[config.mk]
export PLATFORM = sky130hd
export DESIGN_NAME = port_io
export DESIGN_NICKNAME = d
export VERILOG_FILES = /design/src/verilog/sync_two_stage.v /design/src/verilog/port_io.v
export VERILOG_INCLUDE_DIRS = /design/src /design/src/verilog
export SDC_FILE = /design/constraint.sdc
export NUM_CORES = 1
export LEC_CHECK = 0
export ABC_AREA = 1
export BUFFER_PORTS_ARGS = -buffer_cell sky130_fd_sc_hd__buf_4
export CAP_MARGIN = 20
export CORE_ASPECT_RATIO = 0.5
export CORE_MARGIN = 8
export CORE_UTILIZATION = 55
export DETAILED_ROUTE_END_ITERATION = 12
export PLACE_DENSITY = 0.85
export SETUP_SLACK_MARGIN = 0.05
export SLEW_MARGIN = 20
export SYNTH_ARGS = -nofsm -noshare
export SYNTH_HDL_FRONTEND = slang
export SYNTH_SLANG_ARGS = --single-unit
[constraint.sdc]
create_clock -name MCLK -period 3.15 [get_ports MCLK]
set_input_delay 0.1575 -clock MCLK [delete_from_list [all_inputs] [get_ports MCLK]]
set_output_delay 0.1575 -clock MCLK [all_outputs]
set_load 0.01 [all_outputs]
[src/verilog/port_io_defs.vh]
// register map, field positions and reset values of the two i/o ports
`ifndef PORT_IO_DEFS_VH
`define PORT_IO_DEFS_VH

// register byte offsets
`define OFS_PAR_PINS 8'h00
`define OFS_PAR_LATCH 8'h04
`define OFS_PAR_DIR 8'h08
`define OFS_SLV_CTRL 8'h0c
`define OFS_SMALL_PINS 8'h10
`define OFS_SMALL_LATCH 8'h14
`define OFS_PWM_CTRL 8'h18
`define OFS_ANALOG_CFG 8'h1c

// reset values
`define RST_PAR_LATCH 8'h00
`define RST_PAR_DIR 8'hff
`define RST_SLV_CTRL 8'h07
`define RST_SMALL_LATCH 3'h0
`define RST_PWM_CTRL 8'h00
`define RST_ANALOG_CFG 4'h0

// slave control register fields
`define SLV_IN_FULL 7
`define SLV_OUT_FULL 6
`define SLV_OVERFLOW 5
`define SLV_MODE_SEL 4
`define SLV_DIR_MSB 2

// pwm control fields
`define PWM_OUT_MODE_MSB 7
`define PWM_OUT_MODE_LSB 6
`define PWM_CCP_MSB 3
`define PWM_CCP_LSB 2
`define PWM_CCP_IS_PWM 2'h3
`define PWM_OUT_SINGLE 2'h0
`define PWM_OUT_DUAL 2'h2

// analog config: small port pin n is digital from this code minus n
`define ANALOG_DIG_BASE 4'ha

// index of the fourth, input-only small port pin
`define SMALL_IN_ONLY 3

`endif

[src/verilog/sync_two_stage.v]
// two flip-flop synchroniser for a bus of independent levels
`timescale 1ns/1ps
module sync_two_stage #(
    parameter W = 14
) (
    // clock and reset
    input wire clk,
    input wire rst_n,
    // levels
    input wire [W-1:0] async_in,
    output wire [W-1:0] sync_out
);

    genvar i;
    generate
        for (i = 0; i < W; i = i + 1) begin : g_bit
            reg meta_q;
            reg stable_q;
            // first stage is read only by the second
            always @(posedge clk or negedge rst_n) begin
                if (!rst_n) begin
                    meta_q <= 1'b0;
                    stable_q <= 1'b0;
                end else begin
                    meta_q <= async_in[i];
                    stable_q <= meta_q;
                end
            end
            assign sync_out[i] = stable_q;
        end
    endgenerate

endmodule

[src/verilog/port_io.v]
// eight-bit and four-bit general purpose i/o ports with apb registers
//
// Overview of operation
// RQ1 - direction bit 1 floats a parallel pin; 0 drives its latch bit
// RQ2 - parallel latch register reads and writes the latch, not the pins
// RQ3 - each of the eight parallel pins has its own direction bit
// RQ4 - parallel bits 5 to 7 can carry the three extra pwm outputs
// RQ5 - after reset every parallel direction bit is one (all inputs)
// RQ6 - mode select bit 4 of slave control turns port into slave port
// RQ7 - dual or quad pwm output forces slave port mode off
// RQ8 - variants without the small port read its pins register as zero
// RQ9 - small port has four bits; analog-selected pins read as zero
// RQ10 - small port direction bits drive pins even in analog use
// RQ11 - after reset the three small port pins are analog inputs
// RQ12 - slave control upper nibble is slave status; low three are directions
// RQ13 - small port latch register reads and writes the latch, not pins
// RQ14 - config bit makes fourth pin a plain input (0) or master clear
// RQ15 - fourth pin reads as digital input only with master clear off
// RQ16 - mode select 1 means slave port, 0 means general purpose i/o
// RQ17 - software sets control pins as inputs and analog config to 1010
// RQ18 - pins register reads sampled pins; writing it updates the latch
`timescale 1ns/1ps
`include "port_io_defs.vh"
module port_io (
    // clock and reset
    input wire MCLK,
    input wire RESET_N,
    // apb slave
    input wire PSEL,
    input wire PENABLE,
    input wire PWRITE,
    input wire [7:0] PADDR,
    input wire [31:0] PWDATA,
    output reg [31:0] PRDATA,
    output reg PREADY,
    output reg PSLVERR,
    // parallel port pins
    input wire [7:0] PAR_IN,
    output reg [7:0] PAR_OUT,
    output reg [7:0] PAR_OE,
    // small port pins, bit 3 is the input-only fourth pin
    input wire [3:0] SMALL_IN,
    output reg [2:0] SMALL_OUT,
    output reg [2:0] SMALL_OE,
    // configuration straps
    input wire MASTER_CLEAR_ENABLE_CFG,
    input wire SMALL_PORT_PRESENT,
    // pwm generator, same clock
    input wire PWM_OUT_B,
    input wire PWM_OUT_C,
    input wire PWM_OUT_D,
    // slave port handshake block, same clock
    input wire IN_BUFFER_FULL,
    input wire OUT_BUFFER_FULL,
    input wire IN_OVERFLOW_SET,
    output reg SLAVE_PORT_ACTIVE,
    // master clear request to the reset logic
    output reg MASTER_CLEAR_REQ
);

    // reset image of slave control, bit-selected for its fields
    localparam [7:0] slv_rst = `RST_SLV_CTRL;

    // register state
    reg [7:0] par_latch_q;
    reg [7:0] par_dir_q;
    reg overflow_q;
    reg mode_sel_q;
    reg [2:0] small_dir_q;
    reg [2:0] small_latch_q;
    reg [7:0] pwm_ctrl_q;
    reg [3:0] analog_cfg_q;

    // synchronised pins and straps
    wire [13:0] sync_bus;
    wire [7:0] par_pins;
    wire [3:0] small_pins;
    wire mclr_en;
    wire small_present;

    sync_two_stage #(
        .W(14)
    ) u_sync (
        .clk(MCLK),
        .rst_n(RESET_N),
        .async_in({SMALL_PORT_PRESENT, MASTER_CLEAR_ENABLE_CFG,
                   SMALL_IN, PAR_IN}),
        .sync_out(sync_bus)
    );

    assign par_pins = sync_bus[7:0];
    assign small_pins = sync_bus[11:8];
    assign mclr_en = sync_bus[12];
    assign small_present = sync_bus[13];

    // analog select of small pin n from the analog config code
    function is_analog;
        input [3:0] cfg;
        input [1:0] idx;
        begin
            is_analog = cfg < (`ANALOG_DIG_BASE - {2'h0, idx});
        end
    endfunction

    // address decode for the error flag, which also blocks writes
    function is_mapped;
        input [7:0] addr;
        begin
            case (addr)
                `OFS_PAR_PINS, `OFS_PAR_LATCH, `OFS_PAR_DIR,
                `OFS_SLV_CTRL, `OFS_SMALL_PINS, `OFS_SMALL_LATCH,
                `OFS_PWM_CTRL, `OFS_ANALOG_CFG: is_mapped = 1'b1;
                default: is_mapped = 1'b0;
            endcase
        end
    endfunction

    // pwm output steering
    wire [1:0] pwm_out_mode;
    wire pwm_running;
    wire pwm_multi;
    wire pwm_quad;
    assign pwm_out_mode = pwm_ctrl_q[`PWM_OUT_MODE_MSB:`PWM_OUT_MODE_LSB];
    assign pwm_running =
        pwm_ctrl_q[`PWM_CCP_MSB:`PWM_CCP_LSB] == `PWM_CCP_IS_PWM;
    assign pwm_multi = pwm_running && pwm_out_mode != `PWM_OUT_SINGLE;
    assign pwm_quad = pwm_multi && pwm_out_mode != `PWM_OUT_DUAL;

    // slave port only when not overridden by multi-output pwm
    wire slave_on;
    assign slave_on = mode_sel_q && !pwm_multi; // RQ6 RQ7 RQ16

    // per-pin analog selection of the three small pins
    wire [2:0] small_analog;
    genvar g;
    generate
        for (g = 0; g < 3; g = g + 1) begin : g_an
            localparam [1:0] pin_idx = g;
            assign small_analog[g] = is_analog(analog_cfg_q, pin_idx);
        end
    endgenerate

    // pin readback values
    wire [7:0] small_read;
    wire fourth_pin;
    // fourth pin is only a port bit while master clear is disabled
    assign fourth_pin = !mclr_en && small_pins[`SMALL_IN_ONLY]; // RQ14 RQ15
    assign small_read = small_present ?
        {4'h0, fourth_pin, small_pins[2:0] & ~small_analog} : // RQ9
        8'h00; // RQ8

    // slave control readback: status nibble over direction bits
    wire [7:0] slv_read;
    assign slv_read = {IN_BUFFER_FULL, OUT_BUFFER_FULL, overflow_q,
                       mode_sel_q, 1'b0, small_dir_q}; // RQ12

    // read mux
    reg [7:0] rd_mux;
    always @* begin
        case (PADDR)
            `OFS_PAR_PINS: rd_mux = par_pins; // RQ18
            `OFS_PAR_LATCH: rd_mux = par_latch_q; // RQ2
            `OFS_PAR_DIR: rd_mux = par_dir_q;
            `OFS_SLV_CTRL: rd_mux = slv_read;
            `OFS_SMALL_PINS: rd_mux = small_read;
            `OFS_SMALL_LATCH: rd_mux = {5'h00, small_latch_q}; // RQ13
            `OFS_PWM_CTRL: rd_mux = pwm_ctrl_q;
            `OFS_ANALOG_CFG: rd_mux = {4'h0, analog_cfg_q};
            default: rd_mux = 8'h00;
        endcase
    end

    // apb phases: answer is registered in setup, so one access cycle
    wire setup_ph;
    wire wr_take;
    assign setup_ph = PSEL && !PENABLE;
    assign wr_take = PSEL && PENABLE && PREADY && PWRITE;

    always @(posedge MCLK or negedge RESET_N) begin
        if (!RESET_N) begin
            PREADY <= 1'b0;
            PSLVERR <= 1'b0;
            PRDATA <= 32'h00000000;
        end else if (setup_ph) begin
            PREADY <= 1'b1;
            PSLVERR <= !is_mapped(PADDR);
            PRDATA <= PWRITE ? 32'h00000000 : {24'h000000, rd_mux};
        end else begin
            PREADY <= 1'b0;
            PSLVERR <= 1'b0;
            PRDATA <= 32'h00000000;
        end
    end

    // register writes, taken at the completing access edge
    always @(posedge MCLK or negedge RESET_N) begin
        if (!RESET_N) begin
            par_latch_q <= `RST_PAR_LATCH;
            par_dir_q <= `RST_PAR_DIR; // RQ5
            mode_sel_q <= slv_rst[`SLV_MODE_SEL];
            small_dir_q <= slv_rst[`SLV_DIR_MSB:0];
            small_latch_q <= `RST_SMALL_LATCH;
            pwm_ctrl_q <= `RST_PWM_CTRL;
            analog_cfg_q <= `RST_ANALOG_CFG; // RQ11
        end else if (wr_take && !PSLVERR) begin
            case (PADDR)
                // both pins and latch writes land in the latch
                `OFS_PAR_PINS: par_latch_q <= PWDATA[7:0]; // RQ18
                `OFS_PAR_LATCH: par_latch_q <= PWDATA[7:0]; // RQ2
                `OFS_PAR_DIR: par_dir_q <= PWDATA[7:0]; // RQ3
                `OFS_SLV_CTRL: begin
                    mode_sel_q <= PWDATA[`SLV_MODE_SEL];
                    small_dir_q <= PWDATA[`SLV_DIR_MSB:0];
                end
                `OFS_SMALL_PINS: small_latch_q <= PWDATA[2:0];
                `OFS_SMALL_LATCH: small_latch_q <= PWDATA[2:0]; // RQ13
                `OFS_PWM_CTRL: pwm_ctrl_q <= PWDATA[7:0];
                `OFS_ANALOG_CFG: analog_cfg_q <= PWDATA[3:0];
                default: par_latch_q <= par_latch_q;
            endcase
        end
    end

    // overflow flag: set from slave port wins over a software clear
    wire ovf_write;
    assign ovf_write = wr_take && PADDR == `OFS_SLV_CTRL;
    always @(posedge MCLK or negedge RESET_N) begin
        if (!RESET_N) begin
            overflow_q <= slv_rst[`SLV_OVERFLOW];
        end else if (IN_OVERFLOW_SET) begin
            overflow_q <= 1'b1;
        end else if (ovf_write) begin
            overflow_q <= PWDATA[`SLV_OVERFLOW];
        end
    end

    // parallel pin data: pwm b replaces bit 5 in dual or quad, c and d replace bits 6 and 7 in quad only
    reg [7:0] par_data;
    always @* begin
        par_data = par_latch_q;
        if (pwm_multi) begin
            par_data[5] = PWM_OUT_B; // RQ4
        end
        if (pwm_quad) begin
            par_data[6] = PWM_OUT_C; // RQ4
            par_data[7] = PWM_OUT_D; // RQ4
        end
    end

    // pin drivers; in slave mode the handshake block owns the data pins
    // and the control pins stay inputs, so the port lets go of both
    always @(posedge MCLK or negedge RESET_N) begin
        if (!RESET_N) begin
            PAR_OUT <= 8'h00;
            PAR_OE <= 8'h00;
            SMALL_OUT <= 3'h0;
            SMALL_OE <= 3'h0;
            SLAVE_PORT_ACTIVE <= 1'b0;
            MASTER_CLEAR_REQ <= 1'b0;
        end else begin
            PAR_OUT <= par_data;
            PAR_OE <= slave_on ? 8'h00 : ~par_dir_q; // RQ1 RQ3
            SMALL_OUT <= small_latch_q;
            // direction still rules while analog; software keeps inputs
            SMALL_OE <= (slave_on || !small_present) ?
                3'h0 : ~small_dir_q; // RQ10
            SLAVE_PORT_ACTIVE <= slave_on; // RQ6 RQ7
            // fourth pin as active-low master clear when enabled
            MASTER_CLEAR_REQ <= mclr_en &&
                !small_pins[`SMALL_IN_ONLY]; // RQ14
        end
    end

endmodule

### Word-level counts from Yosys, hierarchy flattened

Memories as Yosys holds them, arrays and structs flattened.
Index checks and enable logic that the tools add are counted.
W data, S select, Z words.

| operators by class | value |
|---|---|
| $lt $le $gt $ge | 3 |
| eq/ne operators | 9 |
| muxes and demuxes | 14 |
| bitwise logic cells | 4 |
| reduce and logical (&&, ||, !) cells | 31 |

Operators by type and width:

| operator | count |
|---|---|
| $pmux W8 S8 | 1 |
| $eq A8 B5 Y1 const B | 4 |
| $mux W8 | 3 |
| $eq A8 B4 Y1 const B | 2 |
| $lt A4 B4 Y1 const B | 3 |
| $reduce_and A2 Y1 | 6 |
| $logic_and A1 B1 Y1 | 11 |
| $eq A8 B3 Y1 const B | 1 |
| $logic_not A8 Y1 | 1 |
| $not A8 Y8 | 1 |
| $logic_not A1 Y1 | 7 |
| $mux W1 | 7 |
| $not A3 Y3 | 2 |
| $mux W4 | 1 |
| $reduce_bool A2 Y1 | 2 |
| $reduce_or A2 Y1 | 2 |
| $and A3 B3 Y3 | 1 |
| $logic_not A3 Y1 | 1 |
| $mux W3 | 1 |
| $eq A2 B2 Y1 const B | 1 |
| $mux W2 | 1 |
| $ne A2 B2 Y1 const B | 1 |
| $logic_or A1 B1 Y1 | 1 |

| word-level totals | value |
|---|---|
| register bits | 122 |
| bits in read-only memories | 32 |
| input port bits | 65 |
| output and inout port bits | 58 |
| logic and storage cells | 107 |
| memories kept | 1 |

Memory list:

| name | words | width | read ports | clocked after Yosys merged registers in | write ports | line | text |
|---|---|---|---|---|---|---|---|
| (name not given) | 32 | 1 | 1 | 0 | 0 | port_io.v:109 | `case (addr)` |

### Depth between registers and ports, before layout

| depth | value |
|---|---|
| depth after elaboration | 7 |
| gate-level depth with buffers | 8 |
| gate-level depth less buffers | 7 |

### Modules after synthesis

From an unflattened synthesis, not the netlist that was laid out.

| second synthesis, totals | value |
|---|---|
| cell total of the unflattened synthesis | 399 |
| area total of the unflattened synthesis | 4091.4 um^2 |

By module, submodules not included:

| module | instances | cells each | area each (um^2) | sequential area each (um^2) |
|---|---|---|---|---|
| port_io | 1 | 357 | 3285.7 | 1765.4 |
| sync_two_stage | 1 | 42 | 805.8 | 700.7 |

### Worst setup path before layout

No wires, ideal clock.

| timing | value |
|---|---|
| path type | flip-flop to flip-flop |
| from | register PREADY |
| to | register par_latch_q[6] |
| setup time | 0.122 ns |
| arrival | 1.156 ns |
| required time | 3.028 ns |
| slack | 1.872 ns |
| cell stages (with the launch flop) | 7 |
| path buffers | 1 |
| period minus slack after synthesis | 1.278 ns |
| path through | dfrtp_1 > nand4_2 > nor2_4 > nand3_4 > buf_6 > nand2_1 > o21ai_1 |

| between the ends | value |
|---|---|
| cells in the longest elaborated chain, start to end | 4 |

Ends and longest elaborated chain:

| what | line | text |
|---|---|---|
| start: declaration | port_io.v:35 | `output reg PREADY,` |
| start signal: assignment | port_io.v:181 | `PREADY <= 1'b0;` |
| start signal: assignment | port_io.v:185 | `PREADY <= 1'b1;` |
| start signal: assignment | port_io.v:189 | `PREADY <= 1'b0;` |
| $logic_and A1 B1 Y1 (2 in series) | port_io.v:177 | `assign wr_take = PSEL && PENABLE && PREADY && PWRITE;` |
| $logic_and A1 B1 Y1 | port_io.v:205 | `end else if (wr_take && !PSLVERR) begin` |
| $reduce_and A2 Y1 (no line) | - |  |
| end signal: assignment | port_io.v:208 | `` `OFS_PAR_PINS: par_latch_q <= PWDATA[7:0]; `` |
| end signal: assignment | port_io.v:209 | `` `OFS_PAR_LATCH: par_latch_q <= PWDATA[7:0]; `` |
| end signal: assignment | port_io.v:219 | `default: par_latch_q <= par_latch_q;` |
| end: declaration | port_io.v:65 | `reg [7:0] par_latch_q;` |

Every way passes these cells.
A chain may end at the register's enable or synchronous reset.

### Worst setup path after layout

Ends and elaborated chain as after synthesis.

==> impl_results.md <==
* Status: finished, final reports clean
* RSZ-0062 raised after global routing: false
* HP Class: input port to flop
* DR iter-0 viols at 346
* Final Max Tran Viols at 0
* Ys Warns at 0
* Max-slew headroom at 41.5%
* TritonRoute pass-1 iters at 5
* Req. time, crit path at 3380 ps
* Pwr Density at 526 mW/mm²
* WL/cell at 15.4 µm
* Pwr Total at 2.61 mW
* GP Congestion at 0.911
* Ports at 123
* Final Hold Fails at 0
* Startpoint types: flop
* Critical path class: flop to flop
* Core Area at 0.00681 mm²
* Most frequent cells in the layout: nand2_1, dfrtp_1, buf_4, nor2_1, nand3_1
* H-tree levels at 3
* CP Max Fanout at 16
* Tot GR Track Use at 18.2%
* Post-synthesis instance total at 388
* Post-route ant nets at 0
* Measured slew at the worst slew-check pin at 874 ps
* Die height at 75.9 µm
* Die ar. at 0.0103 mm²
* FP Rows at 21
* Total grt overflow at 0
* Largest net degree at the start of global routing at 44
* Final period utilization at 44.8%
* Post-CTS Resized at 0
* Filler cells at 473
* VDD IR max at 0.436 mV
* Sequential cell area fraction in the yosys report at 62.5%
* Vias at 2979
* Post-Syn Area per Cell at 10.2 µm²
* Share of the synthesized area in the top cell type at 55.2%
* Mapped cell area at 0.00395 mm²
* Root Buffer: clkbuf_16
* CTS Buffer Depth at 2
* Maxcap violations at 0
* Final setup violation count at 0
* Initial antenna violation count at 0
* CTS tree: done
* CTS clock-pin slew for the worst setup and hold paths at 60 ps
* Share of post-route cells with drive strength above 1 at 26.8%
* Hold Slack at 7.40 ps
* HPWL Detailed at 6.41 mm
* Leakage power at 2.43 nW
* Synth area leader: dfrtp_1
* Placement Cell Area at 0.00449 mm²
* CTS Buf Count at 9
* Final #Nets at 548
* Setup TNS at 0 ps
* Final design instance area without fill at 0.00496 mm²
* Most common cell after layout, fill and taps aside: nand2_1
* Netlist cell types at 27
* Die W at 136 µm
* Vias in the first global route at 3105
* Initial Util at 58.0%
* # clock sinks at 98
* WP data arrival at 1640 ps
* Worst setup EP type: flop
* Drt total wl at 8.92 mm
* Port Buffers at 74
* Antenna Cells at 0
* Post-synthesis register bit count at 98
* Clock skew at 7.25 ps
* Clock Latency Late Sink at 340 ps
* Global-route wire length before repair at 14.8 mm
* Post-layout min period at 1410 ps
* Vias per inst at 5.14
* P&R area growth vs syn at 25.6%
* Max Clock Freq at 0.708 GHz
* DRC viols at 0
* Area contributors post-synth: dfrtp_1, nand2_1, dfstp_2, buf_4, nand3_1
==> path summary, 6_finish.rpt <==
path | cells past startpoint | slack (ps) | from | endpoint
max | 5 | 1740 | PREADY | par_latch_q[6]
min | 2 | 7 | PENABLE | PREADY
max reg2reg | 5 | 1740 | PREADY | par_latch_q[6]
min reg2reg | 0 | 340 | u_sync.g_bit[6].meta_q | u_sync.g_bit[6].stable_q
max in group asynchronous | 3 | 1950 | RESET_N | small_dir_q[2]
min in group asynchronous | 2 | 340 | RESET_N | MASTER_CLEAR_REQ
==> power breakdown <==
| part | switching, mW | total, mW | internal, mW | leakage, nW |
|---|---|---|---|---|
| combinational | 0.0876 | 0.148 | 0.0607 | 1.07 |
| clock | 0.447 | 1.16 | 0.716 | 0.159 |
| sequential | 0.00985 | 1.29 | 1.29 | 1.21 |
| total | 0.545 | 2.61 | 2.06 | 2.43 |
==> registers in the layout (all words and copies together) (netlist names), 8 cells and up <==
| register | flops |
|---|---|
| PRDATA | 8 |
| PAR_OUT | 8 |
| par_dir_q | 8 |
| u_sync.g_bit.stable_q | 14 |
| PAR_OE | 8 |
| u_sync.g_bit.meta_q | 14 |
| pwm_ctrl_q | 8 |
| par_latch_q | 8 |
==> routing by layer <==
metal	vias up	part of all wire [%]	global-route usage, %	routed length [µm]
met2	152	47	28.2	4190
met1	1422	41	23.0	3670
met5	-	0	0	0
met4	0	2.1	8.03	189
met3	22	9.7	5.46	861
li1	1383	-	-	-
==> cell families (layout without fill, tap and decap cells) <==
| kind of cell | Yosys count | after routing | synth area share, % |
|---|---|---|---|
| DFF | 98 | 98 | 62.5 |
| buffers and inverters | 56 | 133 | 8.46 |
| AOI/OAI and AO/OA | 43 | 43 | 6.21 |
| and+or+nand+nor | 189 | 189 | 22.5 |
| muxes | 1 | 1 | 0.285 |
| other | 1 | 24 | 0.0950 |
==> metrics by stage <==
| stage | setup slack [ps] | instances | utilization [%] |
|---|---|---|---|
| after global placement | 1550 | 549 | 65.9 |
| final | 1740 | 580 | 72.8 |
| after global routing | 1630 | 580 | 72.8 |
| after CTS | 1740 | 580 | 72.8 |
| after floorplan | 1870 | 411 | - |
| after detailed placement | 1510 | 549 | 65.9 |
==> synthesized netlist by cell type <==
cell type	instances
nand4_2	1
nand2_1	94
inv_4	1
nor2_4	6
o21ai_0	12
nand3_2	3
inv_1	24
nor4_1	1
nand3_4	1
buf_2	1
nand3_1	33
o21ai_2	8
clkinv_1	1
dfrtp_1	87
nand3b_1	2
nand2_2	1
conb_1	1
nor2_2	4
buf_6	3
nor2_1	38
mux2_2	1
buf_4	26
a21oi_1	7
and3_1	2
dfstp_2	11
o21ai_1	16
nand2_4	3
==> worst max-delay path: stages (launching register included) <==
cell and delay [ps]:
dfrtp_1 360, nand4_2 150, nor2_4 300, nand3_4 270, nand2_1 120, o21ai_1 80
==> repair_timing <==
action,4_1_cts,5_1_grt
endpoints found under the hold margin,53,0
setup buffers,0,0
hold buffers,15,0
setup endpoints to repair,0,0
==> final cells by class <==
class | instances | area [µm²] | area share [%]
clock buffers | 11 | 243 | 4.90
clock inverters | 5 | 78.8 | 1.59
flip-flops and latches | 98 | 2470 | 49.7
repair buffers | 91 | 721 | 14.5
inverters | 26 | 100 | 2.02
multi-input cells | 257 | 1230 | 24.9
well taps | 92 | 115 | 2.32
Power figures use the tool's default switching activity.
